===== config.mk =====
export PLATFORM = sky130hd
export DESIGN_NAME = ptp_rx_filter_status_frame
export DESIGN_NICKNAME = d
export VERILOG_FILES = /design/src/design/ptp_cfg_pkg.sv /design/src/design/ptp_rx_filter_status_frame.sv /design/src/design/rx_stamp_filter.sv
export SDC_FILE = /design/constraint.sdc
export NUM_CORES = 1
export LEC_CHECK = 0
export BUFFER_PORTS_ARGS = -buffer_cell sky130_fd_sc_hd__buf_2
export CORE_ASPECT_RATIO = 0.5
export CORE_MARGIN = 3
export CORE_UTILIZATION = 45
export DETAILED_ROUTE_END_ITERATION = 6
export PLACE_DENSITY_LB_ADDON = 0.2
export SYNTH_ARGS = -nofsm -noshare
export SYNTH_HDL_FRONTEND = slang
export SYNTH_SLANG_ARGS = --single-unit

===== constraint.sdc =====
create_clock -name core_clk -period 2.5 [get_ports core_clk]
set_input_delay 0.25 -clock core_clk [delete_from_list [all_inputs] [get_ports core_clk]]
set_output_delay 0.25 -clock core_clk [all_outputs]
set_load 0.1 [all_outputs]

===== src/design/ptp_cfg_pkg.sv =====
// shared constants for the status-frame and receive-timestamp filter block
// assumes a 32-bit APB slave in front of 16-bit configuration registers
package ptp_cfg_pkg;

	// --------------------------------------------------------------------
	// register indices (byte address is four times the index)
	// --------------------------------------------------------------------
	localparam logic [7:0] STATUS_FRAME_CONFIG_IDX      = 8'h18;
	localparam logic [7:0] RECEIVE_TIMESTAMP_CONFIG_IDX = 8'h19;
	localparam logic [7:0] RECEIVE_DOMAIN_CONFIG_IDX    = 8'h1C;
	localparam logic [7:0] CUSTOM_IP_DATA_IDX           = 8'h1B;
	localparam logic [7:0] MATCH_COUNT_IDX              = 8'h20;

	// --------------------------------------------------------------------
	// status frame configuration fields
	// --------------------------------------------------------------------
	localparam int SRC_SEL_LSB   = 11;
	localparam int MIN_PRE_LSB   = 8;
	localparam int BYTE_ORDER_B  = 7;
	localparam int IP_TYPE_B     = 6;
	localparam int READBACK_B    = 5;
	localparam int ERR_DELIV_B   = 4;
	localparam int TX_STAMP_B    = 3;
	localparam int RX_STAMP_B    = 2;
	localparam int TRIGGER_B     = 1;
	localparam int EVENT_B       = 0;
	localparam logic [15:0] STATUS_FRAME_WMASK = 16'h1FFF;

	// --------------------------------------------------------------------
	// receive timestamp configuration fields
	// --------------------------------------------------------------------
	localparam int DOMAIN_EN_B   = 15;
	localparam int ALT_SKIP_B    = 14;
	localparam int IP_HALF_B     = 13;
	localparam int CUSTOM_IP_B   = 12;
	localparam int SLAVE_ONLY_B  = 11;
	localparam int STD_IP_LSB    = 8;
	localparam int LAYER2_B      = 7;
	localparam int V6_B          = 6;
	localparam int V4_B          = 5;
	localparam int VERSION_LSB   = 1;
	localparam int CAPTURE_B     = 0;

	// --------------------------------------------------------------------
	// reset values and fixed addresses
	// --------------------------------------------------------------------
	localparam logic [15:0] CONFIG_RESET   = 16'h0000;
	localparam logic [31:0] CUSTOM_IP_RESET = 32'h0000_0000;
	localparam logic [31:0] STD_ADDR_A     = 32'hE000_0181;
	localparam logic [31:0] STD_ADDR_B_LO  = 32'hE000_0182;
	localparam logic [31:0] STD_ADDR_B_HI  = 32'hE000_0184;
	localparam logic [31:0] STD_ADDR_C     = 32'hE000_006B;
	localparam logic [7:0]  SLAVE_SKIP_CTRL = 8'h01;

	// --------------------------------------------------------------------
	// encodings
	// --------------------------------------------------------------------
	typedef enum logic [1:0] {
		ENCAP_LAYER2,
		ENCAP_V4,
		ENCAP_V6,
		ENCAP_OTHER
	} encap_e;

endpackage


===== src/design/ptp_rx_filter_status_frame.sv =====
// configuration registers for status frames and receive stamp filtering
// assumes an apb master on core_clk and a parser giving one strobe per message
//
// The APB register port was chosen for this implementation.
`timescale 1ns/100ps
module ptp_rx_filter_status_frame #(
	parameter logic [47:0] VENDOR_ADDR_A = 48'h02_00_00_00_00_01, // arbitrary value
	parameter logic [47:0] VENDOR_ADDR_B = 48'h02_00_00_00_00_02, // arbitrary value
	parameter logic [47:0] MULTICAST_DEST = 48'h01_1B_19_00_00_00
) (
	// clock and reset
	input  wire logic                  core_clk,
	input  wire logic                  reset_n,
	// apb slave
	input  wire logic                  psel,
	input  wire logic                  penable,
	input  wire logic                  pwrite,
	input  wire logic [11:0]           paddr,
	input  wire logic [31:0]           pwdata,
	input  wire logic [3:0]            pstrb,
	output logic                       pready,
	output logic [31:0]                prdata,
	output logic                       pslverr,
	// parsed receive message
	input  wire logic                  msg_valid,
	input  wire ptp_cfg_pkg::encap_e   msg_encap,
	input  wire logic [3:0]            msg_version,
	input  wire logic [7:0]            msg_domain,
	input  wire logic                  msg_alt_master,
	input  wire logic [7:0]            msg_control,
	input  wire logic [31:0]           msg_dest_ip,
	// status frame pending events
	input  wire logic                  tx_stamp_ready,
	input  wire logic                  rx_stamp_ready,
	input  wire logic                  trigger_ready,
	input  wire logic                  event_ready,
	input  wire logic                  readback_ready,
	input  wire logic                  error_ready,
	// status frame builder controls
	output logic [47:0]                frame_source_addr,
	output logic [2:0]                 min_preamble,
	output logic                       status_byte_order,
	output logic                       status_frame_ip_type,
	output logic                       frame_request,
	output logic [5:0]                 frame_content,
	// receive stamp decision
	output logic                       rx_stamp_pulse,
	output logic                       rx_reject_pulse
);

	// ------------------------------------------------------------------
	// registers
	// ------------------------------------------------------------------
	logic [15:0] status_cfg_reg;
	logic [15:0] rx_cfg_reg;
	logic [7:0]  domain_reg;
	logic [31:0] custom_ip_reg;
	logic [15:0] match_count_reg;
	logic        stamp_int;
	logic        reject_int;

	logic        wr_en;
	logic        rd_en;
	logic [9:0]  word_idx;
	logic        addr_ok;
	logic [15:0] wdata16;
	logic [1:0]  src_sel;
	logic [5:0]  content_now;

	assign word_idx = paddr[11:2];
	assign wdata16  = pwdata[15:0];
	assign wr_en    = psel && penable && pwrite;
	assign rd_en    = psel && !penable && !pwrite; // fetch in setup, stands with pready
	assign src_sel  = status_cfg_reg[ptp_cfg_pkg::SRC_SEL_LSB +: 2];

	// decode of one register word index, used by read and write paths
	function automatic logic is_reg(input logic [9:0] idx, input logic [7:0] which);
		is_reg = (idx == {2'h0, which});
	endfunction

	assign addr_ok = is_reg(word_idx, ptp_cfg_pkg::STATUS_FRAME_CONFIG_IDX)
		|| is_reg(word_idx, ptp_cfg_pkg::RECEIVE_TIMESTAMP_CONFIG_IDX)
		|| is_reg(word_idx, ptp_cfg_pkg::RECEIVE_DOMAIN_CONFIG_IDX)
		|| is_reg(word_idx, ptp_cfg_pkg::CUSTOM_IP_DATA_IDX)
		|| is_reg(word_idx, ptp_cfg_pkg::MATCH_COUNT_IDX);

	// ------------------------------------------------------------------
	// apb handshake: zero wait states
	// ------------------------------------------------------------------
	always_ff @(posedge core_clk or negedge reset_n) begin
		if (!reset_n) begin
			pready  <= 1'b0;
			pslverr <= 1'b0;
		end else begin
			pready  <= psel && !penable;
			pslverr <= psel && !penable && !addr_ok;
		end
	end

	// ------------------------------------------------------------------
	// status frame configuration
	// ------------------------------------------------------------------
	// only the low two byte lanes hold register bits
	always_ff @(posedge core_clk or negedge reset_n) begin
		if (!reset_n) begin
			status_cfg_reg <= ptp_cfg_pkg::CONFIG_RESET;
		end else if (wr_en && pready
			&& is_reg(word_idx, ptp_cfg_pkg::STATUS_FRAME_CONFIG_IDX)) begin
			if (pstrb[0]) begin
				status_cfg_reg[7:0] <= wdata16[7:0];
			end
			if (pstrb[1]) begin
				status_cfg_reg[15:8] <= wdata16[15:8] & ptp_cfg_pkg::STATUS_FRAME_WMASK[15:8];
			end
		end
	end

	// ------------------------------------------------------------------
	// receive configuration
	// ------------------------------------------------------------------
	always_ff @(posedge core_clk or negedge reset_n) begin
		if (!reset_n) begin
			rx_cfg_reg <= ptp_cfg_pkg::CONFIG_RESET;
		end else if (wr_en && pready
			&& is_reg(word_idx, ptp_cfg_pkg::RECEIVE_TIMESTAMP_CONFIG_IDX)) begin
			if (pstrb[0]) begin
				rx_cfg_reg[7:0] <= wdata16[7:0];
			end
			if (pstrb[1]) begin
				rx_cfg_reg[15:8] <= wdata16[15:8];
			end
		end
	end

	always_ff @(posedge core_clk or negedge reset_n) begin
		if (!reset_n) begin
			domain_reg <= 8'h00;
		end else if (wr_en && pready && pstrb[0]
			&& is_reg(word_idx, ptp_cfg_pkg::RECEIVE_DOMAIN_CONFIG_IDX)) begin
			domain_reg <= wdata16[7:0];
		end
	end

	// the half select decides which 16 bits a data access reaches
	always_ff @(posedge core_clk or negedge reset_n) begin
		if (!reset_n) begin
			custom_ip_reg <= ptp_cfg_pkg::CUSTOM_IP_RESET;
		end else if (wr_en && pready
			&& is_reg(word_idx, ptp_cfg_pkg::CUSTOM_IP_DATA_IDX)) begin
			if (rx_cfg_reg[ptp_cfg_pkg::IP_HALF_B]) begin
				if (pstrb[0]) custom_ip_reg[7:0] <= wdata16[7:0];
				if (pstrb[1]) custom_ip_reg[15:8] <= wdata16[15:8];
			end else begin
				if (pstrb[0]) custom_ip_reg[23:16] <= wdata16[7:0];
				if (pstrb[1]) custom_ip_reg[31:24] <= wdata16[15:8];
			end
		end
	end

	// ------------------------------------------------------------------
	// read path
	// ------------------------------------------------------------------
	always_ff @(posedge core_clk or negedge reset_n) begin
		if (!reset_n) begin
			prdata <= 32'h0000_0000;
		end else if (rd_en) begin
			prdata <= 32'h0000_0000;
			if (is_reg(word_idx, ptp_cfg_pkg::STATUS_FRAME_CONFIG_IDX)) begin
				prdata[15:0] <= status_cfg_reg & ptp_cfg_pkg::STATUS_FRAME_WMASK;
			end else if (is_reg(word_idx, ptp_cfg_pkg::RECEIVE_TIMESTAMP_CONFIG_IDX)) begin
				prdata[15:0] <= rx_cfg_reg;
			end else if (is_reg(word_idx, ptp_cfg_pkg::RECEIVE_DOMAIN_CONFIG_IDX)) begin
				prdata[7:0] <= domain_reg;
			end else if (is_reg(word_idx, ptp_cfg_pkg::CUSTOM_IP_DATA_IDX)) begin
				prdata[15:0] <= rx_cfg_reg[ptp_cfg_pkg::IP_HALF_B]
					? custom_ip_reg[15:0] : custom_ip_reg[31:16];
			end else if (is_reg(word_idx, ptp_cfg_pkg::MATCH_COUNT_IDX)) begin
				prdata[15:0] <= match_count_reg;
			end
		end
	end

	// ------------------------------------------------------------------
	// receive filter
	// ------------------------------------------------------------------
	rx_stamp_filter u_filter (
		.core_clk       (core_clk),
		.reset_n        (reset_n),
		.rx_cfg         (rx_cfg_reg),
		.domain_value   (domain_reg),
		.custom_ip      (custom_ip_reg),
		.msg_valid      (msg_valid),
		.msg_encap      (msg_encap),
		.msg_version    (msg_version),
		.msg_domain     (msg_domain),
		.msg_alt_master (msg_alt_master),
		.msg_control    (msg_control),
		.msg_dest_ip    (msg_dest_ip),
		.stamp_pulse    (stamp_int),
		.reject_pulse   (reject_int)
	);

	always_ff @(posedge core_clk or negedge reset_n) begin
		if (!reset_n) begin
			rx_stamp_pulse  <= 1'b0;
			rx_reject_pulse <= 1'b0;
		end else begin
			rx_stamp_pulse  <= stamp_int;
			rx_reject_pulse <= reject_int;
		end
	end

	// saturating count of stamped messages, visible to software
	always_ff @(posedge core_clk or negedge reset_n) begin
		if (!reset_n) begin
			match_count_reg <= 16'h0000;
		end else if (stamp_int && match_count_reg != 16'hFFFF) begin
			match_count_reg <= match_count_reg + 16'h0001;
		end
	end

	// ------------------------------------------------------------------
	// status frame builder controls
	// ------------------------------------------------------------------
	always_ff @(posedge core_clk or negedge reset_n) begin
		if (!reset_n) begin
			frame_source_addr <= 48'h0000_0000_0000;
		end else begin
			unique case (src_sel)
				2'h0: frame_source_addr <= VENDOR_ADDR_A;
				2'h1: frame_source_addr <= VENDOR_ADDR_B;
				2'h2: frame_source_addr <= MULTICAST_DEST;
				2'h3: frame_source_addr <= 48'h0000_0000_0000;
			endcase
		end
	end

	always_ff @(posedge core_clk or negedge reset_n) begin
		if (!reset_n) begin
			min_preamble         <= 3'h0;
			status_byte_order    <= 1'b0;
			status_frame_ip_type <= 1'b0;
		end else begin
			min_preamble         <= status_cfg_reg[ptp_cfg_pkg::MIN_PRE_LSB +: 3];
			status_byte_order    <= status_cfg_reg[ptp_cfg_pkg::BYTE_ORDER_B];
			status_frame_ip_type <= status_cfg_reg[ptp_cfg_pkg::IP_TYPE_B];
		end
	end

	// content bits: 5 readback, 4 error, 3 tx, 2 rx, 1 trigger, 0 event
	assign content_now = {
		readback_ready && status_cfg_reg[ptp_cfg_pkg::READBACK_B],
		error_ready    && status_cfg_reg[ptp_cfg_pkg::ERR_DELIV_B],
		tx_stamp_ready && status_cfg_reg[ptp_cfg_pkg::TX_STAMP_B],
		rx_stamp_ready && status_cfg_reg[ptp_cfg_pkg::RX_STAMP_B],
		trigger_ready  && status_cfg_reg[ptp_cfg_pkg::TRIGGER_B],
		event_ready    && status_cfg_reg[ptp_cfg_pkg::EVENT_B]
	};

	// errors ride along but never start a frame by themselves
	always_ff @(posedge core_clk or negedge reset_n) begin
		if (!reset_n) begin
			frame_request <= 1'b0;
			frame_content <= 6'h00;
		end else begin
			frame_request <= content_now[5] || (|content_now[3:0]);
			frame_content <= (content_now[5] || (|content_now[3:0]))
				? content_now : 6'h00;
		end
	end

endmodule


===== src/design/rx_stamp_filter.sv =====
// receive event message filter: decides whether a parsed message is stamped
// assumes parsed header fields arrive with a one-cycle msg_valid strobe
`timescale 1ns/100ps
module rx_stamp_filter (
	// clock and reset
	input  wire logic                  core_clk,
	input  wire logic                  reset_n,
	// configuration
	input  wire logic [15:0]           rx_cfg,
	input  wire logic [7:0]            domain_value,
	input  wire logic [31:0]           custom_ip,
	// parsed message
	input  wire logic                  msg_valid,
	input  wire ptp_cfg_pkg::encap_e   msg_encap,
	input  wire logic [3:0]            msg_version,
	input  wire logic [7:0]            msg_domain,
	input  wire logic                  msg_alt_master,
	input  wire logic [7:0]            msg_control,
	input  wire logic [31:0]           msg_dest_ip,
	// decision
	output logic                       stamp_pulse,
	output logic                       reject_pulse
);

	logic encap_ok;
	logic version_ok;
	logic domain_ok;
	logic addr_ok;
	logic alt_ok;
	logic slave_ok;
	logic std_hit;
	logic [2:0] std_en;
	logic [3:0] ver_cfg;

	assign std_en  = rx_cfg[ptp_cfg_pkg::STD_IP_LSB +: 3];
	assign ver_cfg = rx_cfg[ptp_cfg_pkg::VERSION_LSB +: 4];

	always_comb begin
		unique case (msg_encap)
			ptp_cfg_pkg::ENCAP_LAYER2: encap_ok = rx_cfg[ptp_cfg_pkg::LAYER2_B];
			ptp_cfg_pkg::ENCAP_V6:     encap_ok = rx_cfg[ptp_cfg_pkg::V6_B];
			ptp_cfg_pkg::ENCAP_V4:     encap_ok = rx_cfg[ptp_cfg_pkg::V4_B];
			default:                   encap_ok = 1'b0;
		endcase
	end

	// zero turns the version check off
	assign version_ok = (ver_cfg == 4'h0) || (ver_cfg == msg_version);
	assign domain_ok  = !rx_cfg[ptp_cfg_pkg::DOMAIN_EN_B]
		|| (msg_domain == domain_value);
	assign alt_ok     = !(rx_cfg[ptp_cfg_pkg::ALT_SKIP_B] && msg_alt_master);
	assign slave_ok   = !rx_cfg[ptp_cfg_pkg::SLAVE_ONLY_B]
		|| (msg_control != ptp_cfg_pkg::SLAVE_SKIP_CTRL);

	// the ipv4 destination of a v6 message is the low word of its address
	assign std_hit = (std_en[0] && msg_dest_ip == ptp_cfg_pkg::STD_ADDR_A)
		|| (std_en[1] && msg_dest_ip >= ptp_cfg_pkg::STD_ADDR_B_LO
			&& msg_dest_ip <= ptp_cfg_pkg::STD_ADDR_B_HI)
		|| (std_en[2] && msg_dest_ip == ptp_cfg_pkg::STD_ADDR_C);

	// layer2 carries no ip address; with no address filter on, any passes
	always_comb begin
		if (msg_encap == ptp_cfg_pkg::ENCAP_LAYER2) begin
			addr_ok = 1'b1;
		end else if (std_en == 3'h0 && !rx_cfg[ptp_cfg_pkg::CUSTOM_IP_B]) begin
			addr_ok = 1'b1;
		end else begin
			addr_ok = std_hit
				|| (rx_cfg[ptp_cfg_pkg::CUSTOM_IP_B] && msg_dest_ip == custom_ip);
		end
	end

	always_ff @(posedge core_clk or negedge reset_n) begin
		if (!reset_n) begin
			stamp_pulse  <= 1'b0;
			reject_pulse <= 1'b0;
		end else begin
			stamp_pulse  <= msg_valid && rx_cfg[ptp_cfg_pkg::CAPTURE_B] && encap_ok
				&& version_ok && domain_ok && addr_ok && alt_ok && slave_ok;
			reject_pulse <= msg_valid && !(rx_cfg[ptp_cfg_pkg::CAPTURE_B] && encap_ok
				&& version_ok && domain_ok && addr_ok && alt_ok && slave_ok);
		end
	end

endmodule


==> metrics.txt <==
largest cells by area after synthesis dfrtp_1, mux2_2, buf_4, xor2_1, a21oi_1; P_leak 3.923 nW; Crit path required time 2.83 ns; CTS Root Cell clkbuf_16; Power Total ~0.0054 W; slew margin rel. 42.46%; fillcell total 1214; H-tree Lvls 4; cts repair resizes 0; Hold WC Path Type in2reg; Chip Height approximately 90 µm; final setup fails 0; period utilization 82.61%; # rows 30; Hold Fails Final Rpt 0; n_diodes 0; Power Density 676.0 nW/µm²; clock share of power 46.3%; layout cell share with drive strength beyond 1 37.25%; CP max stage cell o41ai_1; CTS tree yes; syn_area_per_cell about 11 µm²; DRC 0; Sequential Power Share 37.6%; cell internal pwr 0.003661 W; crit-path cells nand4_1 -> o41ai_1 -> nor2_1 -> nand4_1 -> xnor2_1; max reg flops 32; Via-to-Cell Ratio between 5 and 6; RSZ-0062 raised after global routing false; Setup TNS Final 0 ns; post-CTS setup buffer count 0; CTS clk-pin slew, worst paths 0.06 ns; sequential area share after synthesis 46.35%; status completed; CP Max Fanout 7; number of synthesized flops with an enable pin 0; CTS Buffer Depth 2; nets@finish 852; Cells after Synth 585; most used cell, CP nand4_1; Post-synth ARST share 100.0%; Starting Density 47.44%; first-pass GRT wire length 27.86 mm; Synth top area share 46.35%; utilization after layout about 57%; worst stage delay on the critical path 0.73 ns; GR Util All Layers 22.68%; post-synth cell types 62; Comb pwr share between 10% and 20%; Synth Flop Type dfrtp_1; DIE AREA 16340 µm²; antenna violations before repair 1; Max Clock Skew 0.01044 ns; Synth Cell Area roughly 6600 µm²; post-route setup slack 0.4348 ns; Yosys top cell by area dfrtp_1; clock latency at the later pin of the worst-skew pair slightly above 0.4 ns; largest net degree at the start of global routing 48; Final Critical Period 2.065 ns; # port buffers between 100 and 150; WL final 18.18 mm; First-pass DRT Iterations 6; DP HPWL 14.21 mm; Die Wd between 150 and 200 µm; Worst-Margin Slew 0.8631 ns; peak supply drop 439.9 µV; Core Footprint 14000 µm²; DR WL/cell 19.32 µm; count of pins over their slew limit 0; CTS buffer count 17; WHS Path Cells 2; GRT overflow 0; crit path capture type flop; number of global-route vias before repair around 4.9k; Arr. time, crit path about 2.4 ns; P_sw ~0.0018 W; max_cap viols 0; Sw Share about a third; via count 5141; Worst Reg-to-Reg Cells 5; YS warnings 0; Max Freq 0.4842 GHz; # IOs 211; DRT iter0 DRCs 283; Synth Register Bits 123; Clock Sinks 123; Place WS around 0.17 ns; cts hold-fix bufs 1; Critical Path Start Type flop; Routed Antenna Nets 0; area delta synth->final 20.74%; critical path class reg2reg; GPL Wtd Cong 0.8968
==> layout make-up <==
cell class                 count  area [µm²]  share of cell area (%)
timing repair buffer         158       873.3                   10.89
clock buffer                  17       425.4                   5.305
multi-input combinational    431        3207                   39.99
sequential                   123        3078                   38.38
clock inverter                15       176.4                   2.200
tap                          192       240.2                   2.996
inverter                       5       18.77                  0.2340
==> cells by family after synthesis <==
| group | count (synthesis) | synth area share, % |
|---|---|---|
| adders and majority gates | 1 | 0.1884 |
| and+or+nand+nor | 142 | 14.38 |
| AOI/OAI and AO/OA | 92 | 8.930 |
| muxes | 85 | 14.15 |
| buffers and inverters | 83 | 8.308 |
| xor gates and xnor gates | 58 | 7.649 |
| DFF | 123 | 46.35 |
| other | 1 | 0.05646 |
==> cell usage after synthesis (9+ instances only) <==
library cell	instances
xor2_1	42
mux2i_1	14
nor2_1	22
mux2_2	71
o21ai_0	19
buf_4	62
dfrtp_1	123
nand3_1	18
nor4_1	16
xnor2_1	16
clkbuf_1	9
nand2_1	15
a21oi_1	33
==> critical path, delay by kind of cell, from the launching register on <==
kind | cells | cell delay (ns)
XOR/XNOR | 1 | 0.13
flip-flops | 1 | 0.46
AO/OA/AOI/OAI | 1 | 0.73
AND/OR/NAND/NOR | 3 | 0.66
==> cell usage in the layout, fill, tap and decap left out, types with 16 or more instances in the layout <==
cell	count
mux2_2	71
a21oi_1	33
nand3_1	18
nor4_1	16
dfrtp_1	123
conb_1	53
buf_4	19
nor2_1	22
o21ai_0	19
clkbuf_16	17
xor2_1	42
xnor2_1	16
buf_2	136
==> power by group through the flow <==
stage	Clock [W]	Sequential, W	Combinational, W
6_report	0.00251	0.00204	0.000875
5_1_grt	0.00264	0.00204	0.000914
4_1_cts	0.00254	0.00204	0.000876
3_5_place_dp	0	0.00207	0.000873
3_3_place_gp	0	0.00207	0.000869
2_1_floorplan	0	0.00228	0.000504
==> routing by layer <==
layer  wire length, µm  up-vias  global-route usage [%]
met4               138        2                   5.091
met5                11        -                       0
met2              8047      237                   34.43
met1              8530     2538                   32.84
li1                  -     2348                       -
met3              1452       16                   5.583
==> path summary, 6_finish.rpt <==
| path | to | startpoint | slack, ns |
|---|---|---|---|
| max in group asynchronous | custom_ip_reg[19] | reset_n | 1.47 |
| hold reg to reg | rx_reject_pulse | u_filter.reject_pulse | 0.36 |
| setup reg to reg | match_count_reg[14] | match_count_reg[12] | 0.43 |
| setup / recovery | match_count_reg[14] | match_count_reg[12] | 0.43 |
| hold / removal | frame_content[2] | rx_stamp_ready | 0.06 |
| min in group asynchronous | prdata[3] | reset_n | 0.39 |
==> metrics by stage <==
step	hold slack, ns	cells	cell area [µm²]
final	0.05834	941	8019
after global routing	0.06118	941	8019
after CTS	0.04927	941	8019
after detailed placement	0.3199	908	7407
after global placement	0.3154	908	7407
after floorplan	-0.04559	637	6837
Power figures use the tool's default switching activity.
